<file path="config.mk">
export PLATFORM = sky130hd
export DESIGN_NAME = msf_core
export DESIGN_NICKNAME = d
export VERILOG_FILES = /design/src/msf_pkg.sv /design/src/msf_core.sv /design/src/msf_fifo.sv /design/src/msf_pipe.sv
export SDC_FILE = /design/constraint.sdc
export NUM_CORES = 1
export LEC_CHECK = 0
export BUFFER_PORTS_ARGS = -buffer_cell sky130_fd_sc_hd__buf_2
export CAP_MARGIN = 5
export CELL_PAD_IN_SITES_DETAIL_PLACEMENT = 0
export CELL_PAD_IN_SITES_GLOBAL_PLACEMENT = 1
export CORE_MARGIN = 2
export CORE_UTILIZATION = 25
export CTS_CLUSTER_DIAMETER = 200
export DETAILED_ROUTE_END_ITERATION = 10
export GPL_TIMING_DRIVEN = 0
export PLACE_DENSITY_LB_ADDON = 0.1
export SLEW_MARGIN = 15
export SYNTH_ARGS = -nofsm -noshare
export SYNTH_HDL_FRONTEND = slang
export SYNTH_SLANG_ARGS = --single-unit
</file>
<file path="constraint.sdc">
create_clock -name clk_sys -period 4.3 [get_ports clk_sys]
set_input_delay 0.215 -clock clk_sys [delete_from_list [all_inputs] [get_ports clk_sys]]
set_output_delay 0.215 -clock clk_sys [all_outputs]
set_load 0.05 [all_outputs]
</file>
<file path="src/msf_pkg.sv">
// Shared constants and types of the measurement sequencing and fetch block.
// Assumes a 100 MHz system clock; long waits are shortened via parameters.
package msf_pkg;

    // ****************************************************************
    // Timing
    // ****************************************************************
    localparam int          CLK_MHZ       = 100;
    localparam int          PD_MS_01      = 5;
    localparam int          PD_MS_10      = 25;
    localparam int          PD_MS_11      = 125;
    localparam int          MS_CYC        = CLK_MHZ * 1000;
    localparam int          PD_CYC_01     = PD_MS_01 * MS_CYC;
    localparam int          PD_CYC_10     = PD_MS_10 * MS_CYC;
    localparam int          PD_CYC_11     = PD_MS_11 * MS_CYC;
    localparam int          CONV_CYC      = 64;
    localparam int          CALC_CYC      = 16;
    localparam int          TEMP_EVERY    = 6;

    // ****************************************************************
    // Encodings and field positions
    // ****************************************************************
    localparam logic [1:0]  STAT_VALID    = 2'h0;
    localparam logic [1:0]  STAT_STALE    = 2'h1;
    localparam logic [1:0]  STAT_CMD      = 2'h2;
    localparam logic [13:0] DIAG_CODE     = 14'h3fff;
    localparam int          STAT_POS      = 14;
    localparam logic [1:0]  RATE_0MS      = 2'h0;
    localparam logic [1:0]  RATE_5MS      = 2'h1;
    localparam logic [1:0]  RATE_25MS     = 2'h2;
    localparam logic [2:0]  OSEL_I2C      = 3'h1;
    localparam logic [2:0]  OSEL_SPI      = 3'h3;
    localparam logic [2:0]  OSEL_CAP_DENSITY_OUT    = 3'h4;
    localparam logic [2:0]  OSEL_PDM_CT   = 3'h6;
    localparam int          RES_W         = 14;
    localparam int          FIFO_DEPTH    = 8;

    typedef enum logic [2:0]
    {
        ST_BOOT  = 3'b000,
        ST_DOWN  = 3'b001,
        ST_TEMP  = 3'b010,
        ST_CAP   = 3'b011,
        ST_CALC  = 3'b100,
        ST_UPD   = 3'b101
    } msf_state_e;

endpackage : msf_pkg
</file>
<file path="src/msf_core.sv">
// Measurement sequencing, result status and diagnostic reporting.
// Assumes serial decode, conversion and DSP live outside and signal here
// by same-clock pulses; only the ready pin path is treated as a pin.
`timescale 1ns/10ps
module msf_core
#(
    parameter int PD1 = msf_pkg::PD_CYC_01,
    parameter int PD2 = msf_pkg::PD_CYC_10,
    parameter int PD3 = msf_pkg::PD_CYC_11,
    parameter int CONV = msf_pkg::CONV_CYC,
    parameter int CALC = msf_pkg::CALC_CYC
)
(
    input  wire logic                        clk_sys,
    input  wire logic                        rst_b,
    input  wire logic                        sleep_mode,
    input  wire logic [1:0]                  update_rate,
    input  wire logic [2:0]                  out_select,
    input  wire logic                        command_mode,
    input  wire logic                        cfg_load_done,
    input  wire logic                        cfg_parity_err,
    input  wire logic                        ram_parity_err,
    input  wire logic                        double_bit_detected,
    input  wire logic                        single_bit_fixed,
    input  wire logic                        math_overflow,
    input  wire logic [msf_pkg::RES_W-1:0]   cap_value,
    input  wire logic [msf_pkg::RES_W-1:0]   temp_value,
    input  wire logic                        alarm_lo_hit,
    input  wire logic                        alarm_hi_hit,
    input  wire logic                        measure_request_cmd,
    input  wire logic                        result_read_cmd,
    input  wire logic                        fetch_done,
    input  wire logic                        pin_ready_ack,
    output logic [31:0]                      fetch_data,
    output logic                             fetch_valid,
    output logic                             ready_pin,
    output logic                             alarm_lo,
    output logic                             alarm_hi,
    output logic                             cap_density_out,
    output logic                             temp_density_out,
    output logic                             powered_down,
    output logic                             conv_temp,
    output logic                             conv_cap,
    output logic                             diag_active,
    output logic                             req_ack
);

    // ****************************************************************
    // State
    // ****************************************************************
    typedef struct packed
    {
        msf_pkg::msf_state_e         fsm;
        logic [31:0]                 tmr;
        logic [2:0]                  cap_cnt;
        logic                        do_temp;
        logic                        perm_diag;
        logic                        tran_diag;
        logic                        rep_diag;
        logic                        fetched;
        logic [msf_pkg::RES_W-1:0]   cap_reg;
        logic [msf_pkg::RES_W-1:0]   temp_reg;
        logic                        pend_req;
        logic                        ready;
        logic                        alo;
        logic                        ahi;
        logic                        pdc;
        logic                        pdt;
        logic [31:0]                 acc_c;
        logic [31:0]                 acc_t;
        logic                        req_ack;
    } msf_core_s;

    msf_core_s st_r;
    msf_core_s st_nxt;
    logic      ack_sync;
    logic      push_ok;
    logic      pdm_sel;
    logic      ser_sel;

    function automatic logic [31:0] pd_len(input logic [1:0] rate);
        case (rate)
            msf_pkg::RATE_0MS:  pd_len = 32'h0;
            msf_pkg::RATE_5MS:  pd_len = 32'(PD1);
            msf_pkg::RATE_25MS: pd_len = 32'(PD2);
            default:            pd_len = 32'(PD3);
        endcase
    endfunction : pd_len

    function automatic logic [31:0] pack(input logic [1:0] stat,
                                         input logic       diag,
                                         input logic [13:0] c,
                                         input logic [13:0] t);
        logic [13:0] cv;
        logic [13:0] tv;
        cv   = diag ? msf_pkg::DIAG_CODE : c;
        tv   = diag ? msf_pkg::DIAG_CODE : t;
        pack = {stat, cv, tv, 2'h0};
    endfunction : pack

    assign pdm_sel = (out_select == msf_pkg::OSEL_CAP_DENSITY_OUT) ||
                     (out_select == msf_pkg::OSEL_PDM_CT);
    assign ser_sel = (out_select == 3'(msf_pkg::OSEL_I2C)) ||
                     (out_select == msf_pkg::OSEL_SPI);

    msf_pipe u_ack
    (
        .clk_sys (clk_sys),
        .rst_b   (rst_b),
        .din     (pin_ready_ack),
        .dout    (ack_sync)
    );

    msf_fifo
    #(
        .W (32),
        .D (msf_pkg::FIFO_DEPTH)
    )
    u_fifo
    (
        .clk_sys   (clk_sys),
        .rst_b     (rst_b),
        .in_valid  (result_read_cmd),
        .in_ready  (push_ok),
        .in_data   (pack(command_mode ? msf_pkg::STAT_CMD :
                         (st_r.fetched ? msf_pkg::STAT_STALE
                                       : msf_pkg::STAT_VALID),
                         st_r.rep_diag, st_r.cap_reg, st_r.temp_reg)),
        .out_valid (fetch_valid),
        .out_ready (fetch_done),
        .out_data  (fetch_data)
    );

    // ****************************************************************
    // Sequencer
    // ****************************************************************
    always_comb
    begin
        st_nxt         = st_r;
        st_nxt.req_ack = 1'b0;
        if (st_r.tmr != 32'h0)
            st_nxt.tmr = st_r.tmr - 32'h1;
        if (measure_request_cmd && sleep_mode && ser_sel)
        begin
            st_nxt.pend_req = 1'b1;
            st_nxt.req_ack  = 1'b1;
        end
        if (result_read_cmd && push_ok)
            st_nxt.fetched = 1'b1;
        if (ack_sync || result_read_cmd)
            st_nxt.ready = 1'b0;
        if (cfg_parity_err)
            st_nxt.perm_diag = 1'b1;
        if (ram_parity_err || double_bit_detected || math_overflow)
            st_nxt.tran_diag = 1'b1;

        case (st_r.fsm)
            msf_pkg::ST_BOOT:
                if (cfg_load_done)
                begin
                    st_nxt.fsm     = sleep_mode ? msf_pkg::ST_DOWN
                                                : msf_pkg::ST_TEMP;
                    st_nxt.tmr     = sleep_mode ? 32'h0 : 32'(CONV);
                    st_nxt.fetched = 1'b1;
                    st_nxt.do_temp = 1'b1;
                end
            msf_pkg::ST_DOWN:
                if (sleep_mode ? st_r.pend_req : (st_r.tmr == 32'h0))
                begin
                    // A request or error in the wake cycle is kept
                    st_nxt.pend_req  = st_nxt.req_ack;
                    st_nxt.tran_diag = ram_parity_err ||
                                       double_bit_detected || math_overflow;
                    st_nxt.do_temp   = sleep_mode ||
                                       (st_r.cap_cnt == 3'(msf_pkg::TEMP_EVERY));
                    st_nxt.fsm       = (sleep_mode || st_nxt.do_temp) ?
                                       msf_pkg::ST_TEMP : msf_pkg::ST_CAP;
                    st_nxt.tmr       = 32'(CONV);
                end
            msf_pkg::ST_TEMP:
                if (st_r.tmr == 32'h0)
                begin
                    st_nxt.fsm     = msf_pkg::ST_CAP;
                    st_nxt.tmr     = 32'(CONV);
                    st_nxt.cap_cnt = 3'h0;
                end
            msf_pkg::ST_CAP:
                if (st_r.tmr == 32'h0)
                begin
                    st_nxt.fsm     = msf_pkg::ST_CALC;
                    st_nxt.tmr     = 32'(CALC);
                    st_nxt.cap_cnt = st_r.cap_cnt + 3'h1;
                end
            msf_pkg::ST_CALC:
                if (st_r.tmr == 32'h0)
                    st_nxt.fsm = msf_pkg::ST_UPD;
            msf_pkg::ST_UPD:
            begin
                st_nxt.cap_reg  = cap_value;
                if (st_r.do_temp || sleep_mode)
                    st_nxt.temp_reg = temp_value;
                st_nxt.rep_diag = st_r.perm_diag || st_r.tran_diag
                                  || cfg_parity_err;
                st_nxt.alo      = alarm_lo_hit;
                st_nxt.ahi      = alarm_hi_hit;
                st_nxt.fetched  = 1'b0;
                st_nxt.ready    = 1'b1;
                st_nxt.fsm      = msf_pkg::ST_DOWN;
                st_nxt.tmr      = pd_len(update_rate);
            end
            default:
                st_nxt.fsm = msf_pkg::ST_BOOT;
        endcase

        // Density modulators: first-order accumulators, railed high on
        // diagnostic; disabled in sleep since nothing else could request.
        st_nxt.acc_c = {18'h0, st_r.acc_c[13:0]} + {18'h0, st_r.cap_reg};
        st_nxt.acc_t = {18'h0, st_r.acc_t[13:0]} + {18'h0, st_r.temp_reg};
        if (!pdm_sel || sleep_mode)
        begin
            st_nxt.pdc = 1'b0;
            st_nxt.pdt = 1'b0;
        end
        else if (st_r.rep_diag)
        begin
            st_nxt.pdc = 1'b1;
            st_nxt.pdt = 1'b1;
        end
        else
        begin
            st_nxt.pdc = st_r.acc_c[14];
            st_nxt.pdt = st_r.acc_t[14];
        end
        st_nxt.acc_c[31:15] = 17'h0;
        st_nxt.acc_t[31:15] = 17'h0;
    end

    always_ff @(posedge clk_sys)
    begin
        if (!rst_b)
        begin
            st_r     <= '0;
            st_r.fsm <= msf_pkg::ST_BOOT;
        end
        else
            st_r <= st_nxt;
    end

    // ****************************************************************
    // Outputs, from flip-flops; state flags decoded from st_r.fsm
    // ****************************************************************
    assign ready_pin        = st_r.ready;
    assign alarm_lo         = st_r.alo;
    assign alarm_hi         = st_r.ahi;
    assign cap_density_out  = st_r.pdc;
    assign temp_density_out = st_r.pdt;
    assign powered_down     = (st_r.fsm == msf_pkg::ST_DOWN);
    assign conv_temp        = (st_r.fsm == msf_pkg::ST_TEMP);
    assign conv_cap         = (st_r.fsm == msf_pkg::ST_CAP);
    assign diag_active      = st_r.rep_diag;
    assign req_ack          = st_r.req_ack;
endmodule : msf_core

</file>
<file path="src/msf_fifo.sv">
// Result FIFO between the output register update and the serial fetch side.
// Assumes one clock; read data comes from a register.
`timescale 1ns/10ps
module msf_fifo
#(
    parameter int W = 32,
    parameter int D = 8
)
(
    input  wire logic         clk_sys,
    input  wire logic         rst_b,
    input  wire logic         in_valid,
    output logic              in_ready,
    input  wire logic [W-1:0] in_data,
    output logic              out_valid,
    input  wire logic         out_ready,
    output logic      [W-1:0] out_data
);
    localparam int AW = $clog2(D);

    typedef struct packed
    {
        logic [AW-1:0] wp;
        logic [AW-1:0] rp;
        logic [AW:0]   cnt;
        logic          ov;
        logic [W-1:0]  od;
    } msf_fifo_s;

    msf_fifo_s          st_r;
    msf_fifo_s          st_nxt;
    logic [W-1:0]       mem [D];
    logic               push;
    logic               pop;

    // The output register holds a word too, so it counts toward the depth
    assign in_ready  = ((st_r.cnt + (AW+1)'(st_r.ov)) != (AW+1)'(D));
    assign push      = in_valid && in_ready;
    assign pop       = (!st_r.ov || out_ready) && (st_r.cnt != '0);
    assign out_valid = st_r.ov;
    assign out_data  = st_r.od;

    always_comb
    begin
        st_nxt = st_r;
        if (push)
            st_nxt.wp = (st_r.wp == AW'(D-1)) ? '0 : st_r.wp + 1'b1;
        if (pop)
        begin
            st_nxt.rp = (st_r.rp == AW'(D-1)) ? '0 : st_r.rp + 1'b1;
            st_nxt.od = mem[st_r.rp];
            st_nxt.ov = 1'b1;
        end
        else if (out_ready)
            st_nxt.ov = 1'b0;
        st_nxt.cnt = st_r.cnt + (AW+1)'(push) - (AW+1)'(pop);
    end

    always_ff @(posedge clk_sys)
    begin
        if (push)
            mem[st_r.wp] <= in_data;
        if (!rst_b)
            st_r <= '0;
        else
            st_r <= st_nxt;
    end
endmodule : msf_fifo

</file>
<file path="src/msf_pipe.sv">
// Two-flop synchroniser for a pin-level input.
// Assumes the input is asynchronous to clk_sys.
`timescale 1ns/10ps
module msf_pipe
(
    input  wire logic clk_sys,
    input  wire logic rst_b,
    input  wire logic din,
    output logic      dout
);
    typedef struct packed
    {
        logic meta;
        logic sync;
    } msf_pipe_s;

    msf_pipe_s st_r;
    msf_pipe_s st_nxt;

    always_comb
    begin
        st_nxt.meta = din;
        st_nxt.sync = st_r.meta;
    end

    always_ff @(posedge clk_sys)
    begin
        if (!rst_b)
            st_r <= '0;
        else
            st_r <= st_nxt;
    end

    assign dout = st_r.sync;
endmodule : msf_pipe

</file>
# After elaboration in Yosys (flattened, before gate mapping)
# Memory sizes are Yosys's and may differ from the RTL's. A register that Yosys moved wholly into a read port is not among the register bits.
# Cells that the tools add are included.
# classes
div	0
n_lt_le_gt_ge	0
mux	40
n_reduce_logical	33
eq_ne	20
n_addsub	9
n_bitwise	1
multipliers	0
n_shift	0
# ops
cell	n
32-bit one-hot mux with 5 select lines	1
38-bit two-way mux	2
24-bit one-hot mux with 3 select lines	1
35-bit two-way mux	2
32-bit zero test	1
32-bit two-way mux	1
32-bit nonzero test	1
32-bit by 1-bit subtractor with 32-bit output, second input constant	1
14-bit by 14-bit adder with 15-bit output	2
14-bit two-way mux	2
3-bit == test, second input constant	7
1-bit two-way mux	19
3-bit one-hot mux with 6 select lines	1
1-bit logical OR	12
3-bit two-way mux	4
3-bit by 1-bit adder with 3-bit output, second input constant	3
3-bit by 2-bit == test with 1-bit output, second input constant	3
4-bit by 1-bit adder with 4-bit output	2
2-bit nonzero test	4
7-bit two-way mux	1
3-bit by 1-bit == test with 1-bit output, second input constant	2
2-bit two-way mux	3
2-bit by 1-bit != test with 1-bit output, second input constant	3
3-bit one-hot mux with 2 select lines	1
16 further kinds	24
# totals
word_cells	130
mem_count	1
ram_bits	240
input_bits	49
romBits	0
reg_bits	153
output_inout_bits	43
latchBits	0
# memory_table
memory	words	word_bits	rd	rd_clocked_by_memory_dff	wr	line_no	source
u_fifo.mem	8	30	1	1	1	msf_fifo.sv:32	logic [W-1:0] mem [D];

# Logic depth before layout (Yosys ltp)
# Gate-level depths: netlist of the first run.
# depth
ltp_word	6
mapped_depth	13
depth_no_buf	11

# Cells and area by module
# Synthesis of the first run repeated with hierarchy kept, for this count alone.
# unflattened
cells_unflattened	1366
hier_area_um2	17448.0
# by_module_without_submodules
mod	seq_area_each_um2	cells_each	area_per_inst_um2	n_inst
msf_fifo	8548.2	663	11616.1	1
msf_core	2162.1	699	5779.3	1
msf_pipe	40.0	4	52.6	1

# Least setup slack after synthesis of the first run
# OpenSTA, ideal clock, no wires.
# synth_path
path_kind	register to register
startpoint	reg u_fifo.st_r, in the netlist u_fifo.out_valid
endpoint	mem u_fifo.mem[4][0] (netlist bit) (enable)
arrival_ps	3960
n_path_buf	0
stages_incl_launch_ff	7
slack_ps	-120
cell_sequence	dfxtp_1 ha_1 ha_1 xor2_1 o41ai_1 or2_2 nor3b_1
# synth_via
elab_chain_len	5
# synth_rtl
element	line_no	source
start, declared	msf_fifo.sv:30	msf_fifo_s st_r;
start signal, assigned	msf_fifo.sv:66	st_r <= st_nxt;
4-bit by 1-bit adder with 4-bit output	msf_fifo.sv:37	assign in_ready = ((st_r.cnt + (AW+1)'(st_r.ov)) != (AW+1)'(D));
4-bit != test	msf_fifo.sv:37	
1-bit logical AND	msf_fifo.sv:38	assign push = in_valid && in_ready;
1-bit two-way mux	msf_fifo.sv:61	if (push)
1-bit two-way mux (not written as such)	msf_fifo.sv:62	mem[st_r.wp] <= in_data;
end, declared	msf_fifo.sv:32	
# Every way passes these cells.

# Worst setup path in the final report of the first run
# layout_path
startpoint	reg u_fifo.st_r[35] (netlist bit)
endpoint	reg u_fifo.st_r[36] (netlist bit)
# layout_via
elab_cells_between_ends	7
# layout_rtl
element	line_no	source
4-bit nonzero test	msf_fifo.sv:39	assign pop = (!st_r.ov || out_ready) && (st_r.cnt != '0);
1-bit logical AND	msf_fifo.sv:39	
via u_fifo.pop	msf_fifo.sv:34	logic pop;
4-bit by 1-bit subtractor with 4-bit output	msf_fifo.sv:56	st_nxt.cnt = st_r.cnt + (AW+1)'(push) - (AW+1)'(pop);
# The timed path passes the listed nets, and every way through them passes these cells.
# A chain may end at the register's enable or synchronous reset.

==> results.yml, run 1 <==
logic_synthesis:
  yosys_warnings: 0
  synth.top_cell.area_share: 0.433
  synthMostInstantiatedCell: "edfxtp_1"
  ys.flop_type: "edfxtp_1"
  synth_area_leaders: "edfxtp_1 (43%), dfxtp_1 (18%), mux4_2 (8.1%)"
  ys_ff_latch: 391
  syn_avg_cell_area_um2: 13.2
  synth-edff-count: 240
  async_flop_share: 0
  ys_seq_area_frac: 0.615
  ys_types: 66
  yosysTopAreaCell: "edfxtp_1"
  synthCells: 1260
  synthTopCellsByCount: "edfxtp_1 (240), dfxtp_1 (151), nand2_1 (108)"
  synth.cell_area_mm2: 0.0166
sta:
  worst_pin_slew_ns: 1.02
  finalClockSkew_ns: 0.0143
  post-route-min-period_ns: 3.75
  fin_tns_setup_ns: 0
  setup_viol: 0
  max_slew_margin: 0.314
  hold_viol: 0
  rsz0062_at_grt: "false"
  slew_violations: 0
  fin_crit_sh: 0.872
  fmax_mhz: 267
grt:
  grt_util_met1: 0.177
  globalRouteOverflowTotal: 0
  top_usage_layer: "met2"
  antenna_found_initial: 0
  grt_pass1_wl_um: 68700
  track_usage: 0.135
  grt_pass1_vias: 10900
  grt_use_met3: 0.0182
  grt_max_degree: 20
  use_met2: 0.230
detailed_routing:
  drt_iter0_drc: 490
  vias: 10400
  wl_per_cell_um: 19.1
  antenna_left: 0
  drc: 0
  totalWireLength_um: 45200
  first_pass_iters: 4
  viasPerCell: 4.41
cts:
  clk_path_buf_depth: 3
  insertion_delay_ns: 0.59
  cts_tree: "built"
  numCtsBuffers: 47
  cts_root_buf: "clkbuf_16"
  cts.hold.buffers_added: 41
  path_clk_slew_ns: 0.06
  htree_levels: 2
  cts.sinks: 391
  post_cts_buffers: 0
  cts_resized: 0
pwr:
  leakagePower_nw: 7.44
  intPower_w: 0.00854
  power_frac_seq: 0.351
  power_switching_w: 0.00468
  swShare: 0.354
  power_frac_comb: 0.352
  p_per_area_mw_per_mm2: 647
  clkPwrFrac: 0.297
  worst_ir_drop_vdd_mv: 0.434
  total_power_w: 0.0132
floorplan:
  die_area_mm2: 0.0686
  row_count: 94
  die_w_um: 262
  design.core.area_mm2: 0.0659
  io_pins: 92
  start_util: 0.253
  die-height_um: 262
worst_setup_path:
  critPathLaunchType: "flop"
  cp_max_fo: 10
  critPathSlowestCell: "clkbuf_1"
  cp_num_buf_inv: 4
  crit_top_cell: "ha_1"
  cp_data_required_time_ns: 4.75
  end_kind: "flop"
  cp_data_arrival_time_ns: 4.19
  crit_family: "buffers and inverters"
  cpPeakStageDelay_ns: 0.74
  crit_type: "flop to flop"
  path_cells: "inv_1, ha_1, and3_1, a21oi_1, clkbuf_1, clkbuf_1, ha_1, inv_1, ha_1, a21o_1, a21oi_1, xnor2_1, nor2_1"
outcome:
  status: "finished clean"
placement:
  dp_hpwl_um: 32000
  gp_congestion: 0.740
  portBuffers: 85
run:
  maxCapViolations: 0
layout:
  area_growth_pct: 22.9
  drive_above_1_share: 0.224
  fin_nets: 1561
  diodes: 0
min_path:
  hold_path.class: "input port to flop"
worst min-delay path: cells and delay by family:
family / cells / cell delay, ns
AOI/OAI and AO/OA: 1 / 0.06
and+or+nand+nor: 1 / 0.05
adders and majority gates: 1 / 0.16
buffers and inverters: 1 / 0.10
layout by cell type (no fill, tap or decap), drive strengths merged, types with 14 or more instances in the layout:
| cell type | synthesis | layout |
|---|---|---|
| ha | 49 | 49 |
| or2 | 33 | 33 |
| clkbuf | 41 | 113 |
| dfxtp | 151 | 151 |
| nor2 | 103 | 103 |
| o21ai | 29 | 29 |
| xor2 | 21 | 21 |
| a21oi | 68 | 68 |
| nor3 | 28 | 28 |
| mux4 | 60 | 60 |
| mux2i | 38 | 38 |
| a211oi | 40 | 40 |
| and2 | 14 | 14 |
| nor2b | 14 | 14 |
| inv | 31 | 32 |
| buf | 49 | 158 |
| nand2 | 110 | 110 |
| dlygate4sd3 | 0 | 41 |
| edfxtp | 240 | 240 |
routing by layer:
layer | wire length (µm) | part of all wire
met5 | 0 | 0
met3 | 1210 | 0.027
met1 | 20900 | 0.46
met2 | 22000 | 0.49
met4 | 1100 | 0.024
metrics by stage:
| stage | util | hold slack (ns) | instances | area [µm²] | setup WS [ns] |
|---|---|---|---|---|---|
| after floorplan | - | 0.314 | 1261 | 16600 | -0.0212 |
| after global placement | 0.276 | 0.420 | 2210 | 18200 | -2.66 |
| after detailed placement | 0.281 | 0.428 | 2234 | 18500 | 0.454 |
| after CTS | 0.310 | 0.0118 | 2363 | 20400 | 0.426 |
| after global routing | 0.310 | 0.0617 | 2363 | 20400 | 0.205 |
| final | 0.310 | 0.0438 | 2363 | 20400 | 0.551 |
registers in the layout, summed over array words and instances, names as in the netlist:
register,count
alarm_hi,1
req_ack,1
alarm_lo,1
u_ack.dout,1
temp_density_out,1
u_fifo.mem,240
cap_density_out,1
u_fifo.st_r,10
u_ack.st_nxt,1
u_fifo.out_data,30
diag_active,1
st_r,101
ready_pin,1
u_fifo.out_valid,1
final timing paths:
| path | slack [ns] | cells past startpoint | end | startpoint |
|---|---|---|---|---|
| max | 0.55 | 13 | u_fifo.st_r[36] | u_fifo.st_r[35] |
| min | 0.04 | 4 | st_r[114] | update_rate[1] |
| max reg2reg | 0.55 | 13 | u_fifo.st_r[36] | u_fifo.st_r[35] |
| min reg2reg | 0.44 | 1 | u_ack.dout | u_ack.st_nxt[0] |
power by group through the flow:
stage | logic (W) | clock network [W] | registers [W]
4_1_cts | 0.00479 | 0.00409 | 0.00464
2_1_floorplan | 0.00354 | 0 | 0.00466
5_1_grt | 0.00515 | 0.00422 | 0.00469
3_5_place_dp | 0.00474 | 0 | 0.00472
6_report | 0.00466 | 0.00393 | 0.00464
3_3_place_gp | 0.00470 | 0 | 0.00473
cell families (layout without fill, tap and decap cells):
logic type	after synthesis	after routing	share of synthesized area
compound gates	201	201	0.0789
xor+xnor	34	34	0.0179
fa+ha+maj	52	52	0.0405
buf+inv	121	359	0.0365
flops	391	391	0.615
mux	98	98	0.104
other cells	1	2	0.000225
simple gates	362	362	0.107
cell type report:
class | count | area, µm²
flip-flops and latches | 391 | 10200
repair buffers | 150 | 1130
multi-input cells | 749 | 5860
inverters | 31 | 116
well taps | 864 | 1080
clock inverters | 16 | 161
clock buffers | 72 | 1370
plain buffers | 90 | 490
fillers | 6712 | 45400
Note: power is estimated with default switching activity, not from simulation.
==> inputs of run 2 (changes only) <==
--- a/config.mk
+++ b/config.mk
@@ -14,8 +14,8 @@
 export CTS_CLUSTER_DIAMETER = 200
 export DETAILED_ROUTE_END_ITERATION = 10
 export GPL_TIMING_DRIVEN = 0
-export PLACE_DENSITY_LB_ADDON = 0.1
-export SLEW_MARGIN = 15
+export PLACE_DENSITY_LB_ADDON = 0.05
+export SKIP_CTS_REPAIR_TIMING = 1
 export SYNTH_ARGS = -nofsm -noshare
 export SYNTH_HDL_FRONTEND = slang
 export SYNTH_SLANG_ARGS = --single-unit
==> results.yml, run 2 (synthesis gave the netlist of run 1 again) <==
outcome:
  status: "finished clean"
worst_setup_path:
  cp_data_required_time_ns: 4.71
  critPathSlowestCell: "clkbuf_1"
  cp_max_fo: 10
  end_kind: "flop"
  crit_type: "flop to flop"
  cpPeakStageDelay_ns: 0.74
  critPathLaunchType: "flop"
  cp_data_arrival_time_ns: 4.18
  reg2reg_depth: 13
  path_cells: "inv_1, ha_1, and3_1, a21oi_1, clkbuf_1, clkbuf_1, ha_1, inv_1, ha_1, inv_1, fa_1, xor2_1, nor2_1"
floorplan:
  die_area_mm2: 0.0686
  die-height_um: 262
  design.core.area_mm2: 0.0659
  die_w_um: 262
  row_count: 94
  start_util: 0.253
  io_pins: 92
cts:
  htree_levels: 2
  cts_root_buf: "clkbuf_16"
  path_clk_slew_ns: 0.06
  clk_path_buf_depth: 3
  cts_tree: "built"
  insertion_delay_ns: 0.57
  cts.sinks: 391
  numCtsBuffers: 47
grt:
  grt_pass1_wl_um: 70500
  grt_max_degree: 18
  globalRouteOverflowTotal: 0
  grt_pass1_vias: 10700
  track_usage: 0.139
  antenna_found_initial: 1
pwr:
  leakagePower_nw: 7.42
  p_per_area_mw_per_mm2: 648
  worst_ir_drop_vdd_mv: 0.312
sta:
  finalClockSkew_ns: 0.0195
  slew_violations: 0
  fmax_mhz: 266
  setup_viol: 0
  timing.final.ws_setup_ns: 0.535
  worst_pin_slew_ns: 1.11
  fin_crit_sh: 0.876
  hold_viol: 0
  max_slew_margin: 0.260
  rsz0062_at_grt: "false"
  whs_ns: 0.0529
  post-route-min-period_ns: 3.77
layout:
  regMostFlops: "u_fifo.mem"
  drive_above_1_share: 0.224
  largest_reg_flops: 240
  area_growth_pct: 22.9
  utilization: 0.310
  fin_nets: 1559
  final_common_cell: "edfxtp_1"
  final_cell_mix: "edfxtp_1 (240), dfxtp_1 (151), nand2_1 (108), nor2_1 (101), buf_2 (93)"
  final_cells: 2356
  diodes: 0
  stdcell_area_mm2: 0.0204
run:
  maxCapViolations: 0
placement:
  dp_cells: 2233
  dp_hpwl_um: 32900
  postPlaceCellArea_mm2: 0.0185
  pre_cts_ws_ns: 0.526
  portBuffers: 85
  gp_congestion: 0.726
detailed_routing:
  vias: 10400
  drt_iter0_drc: 528
  drc: 0
  viasPerCell: 4.43
  first_pass_iters: 4
  totalWireLength_um: 46800
  wl_per_cell_um: 19.9
  antenna_left: 0
min_path:
  hold-path-cell-count: 3
  hold_path.class: "input port to flop"
==> run 2: area by class of cell <==
type,instances,area (µm²)
Clock buffer,76,1410
Clock inverter,7,86.3
Tap cell,864,1080
Inverter,31,116
Buffer,90,490
Multi-Input combinational cell,749,5860
Timing Repair Buffer,148,1170
Sequential cell,391,10200
Fill cell,6707,45400
==> run 2: power breakdown <==
group	switching, W	internal (W)	total (W)
Combinational	0.00283	0.00185	0.00469
Sequential	0.000273	0.00437	0.00464
Clock	0.00157	0.00234	0.00391
Total	0.00468	0.00856	0.0132
==> run 2: through the flow <==
step	setup TNS, ns	power [W]
after floorplan	-0.788	0.00820
after global placement	-382.37	0.00947
after detailed placement	0	0.00949
after CTS	0	0.0135
after global routing	0	0.0141
final	0	0.0132
==> run 2: critical path: cells and delay by family (launching register included) <==
family,cells,cell delay [ns]
fa+ha+maj,4,1.12
compound gates,1,0.12
buf+inv,5,1.60
flops,1,0.38
xor+xnor,1,0.15
simple gates,2,0.26
==> run 2: worst paths after layout <==
path,startpoint,slack (ns),end
setup reg to reg,u_fifo.st_r[35],0.53,u_fifo.st_r[35]
hold / removal,out_select[2],0.05,cap_density_out
setup / recovery,u_fifo.st_r[35],0.53,u_fifo.st_r[35]
hold reg to reg,u_ack.st_nxt[0],0.43,u_ack.dout
==> run 2: routing by layer <==
metal | routed length (µm) | track usage
met5 | 0 | 0
met4 | 874 | 0.0334
met3 | 1530 | 0.0235
met2 | 22000 | 0.228
met1 | 22500 | 0.193
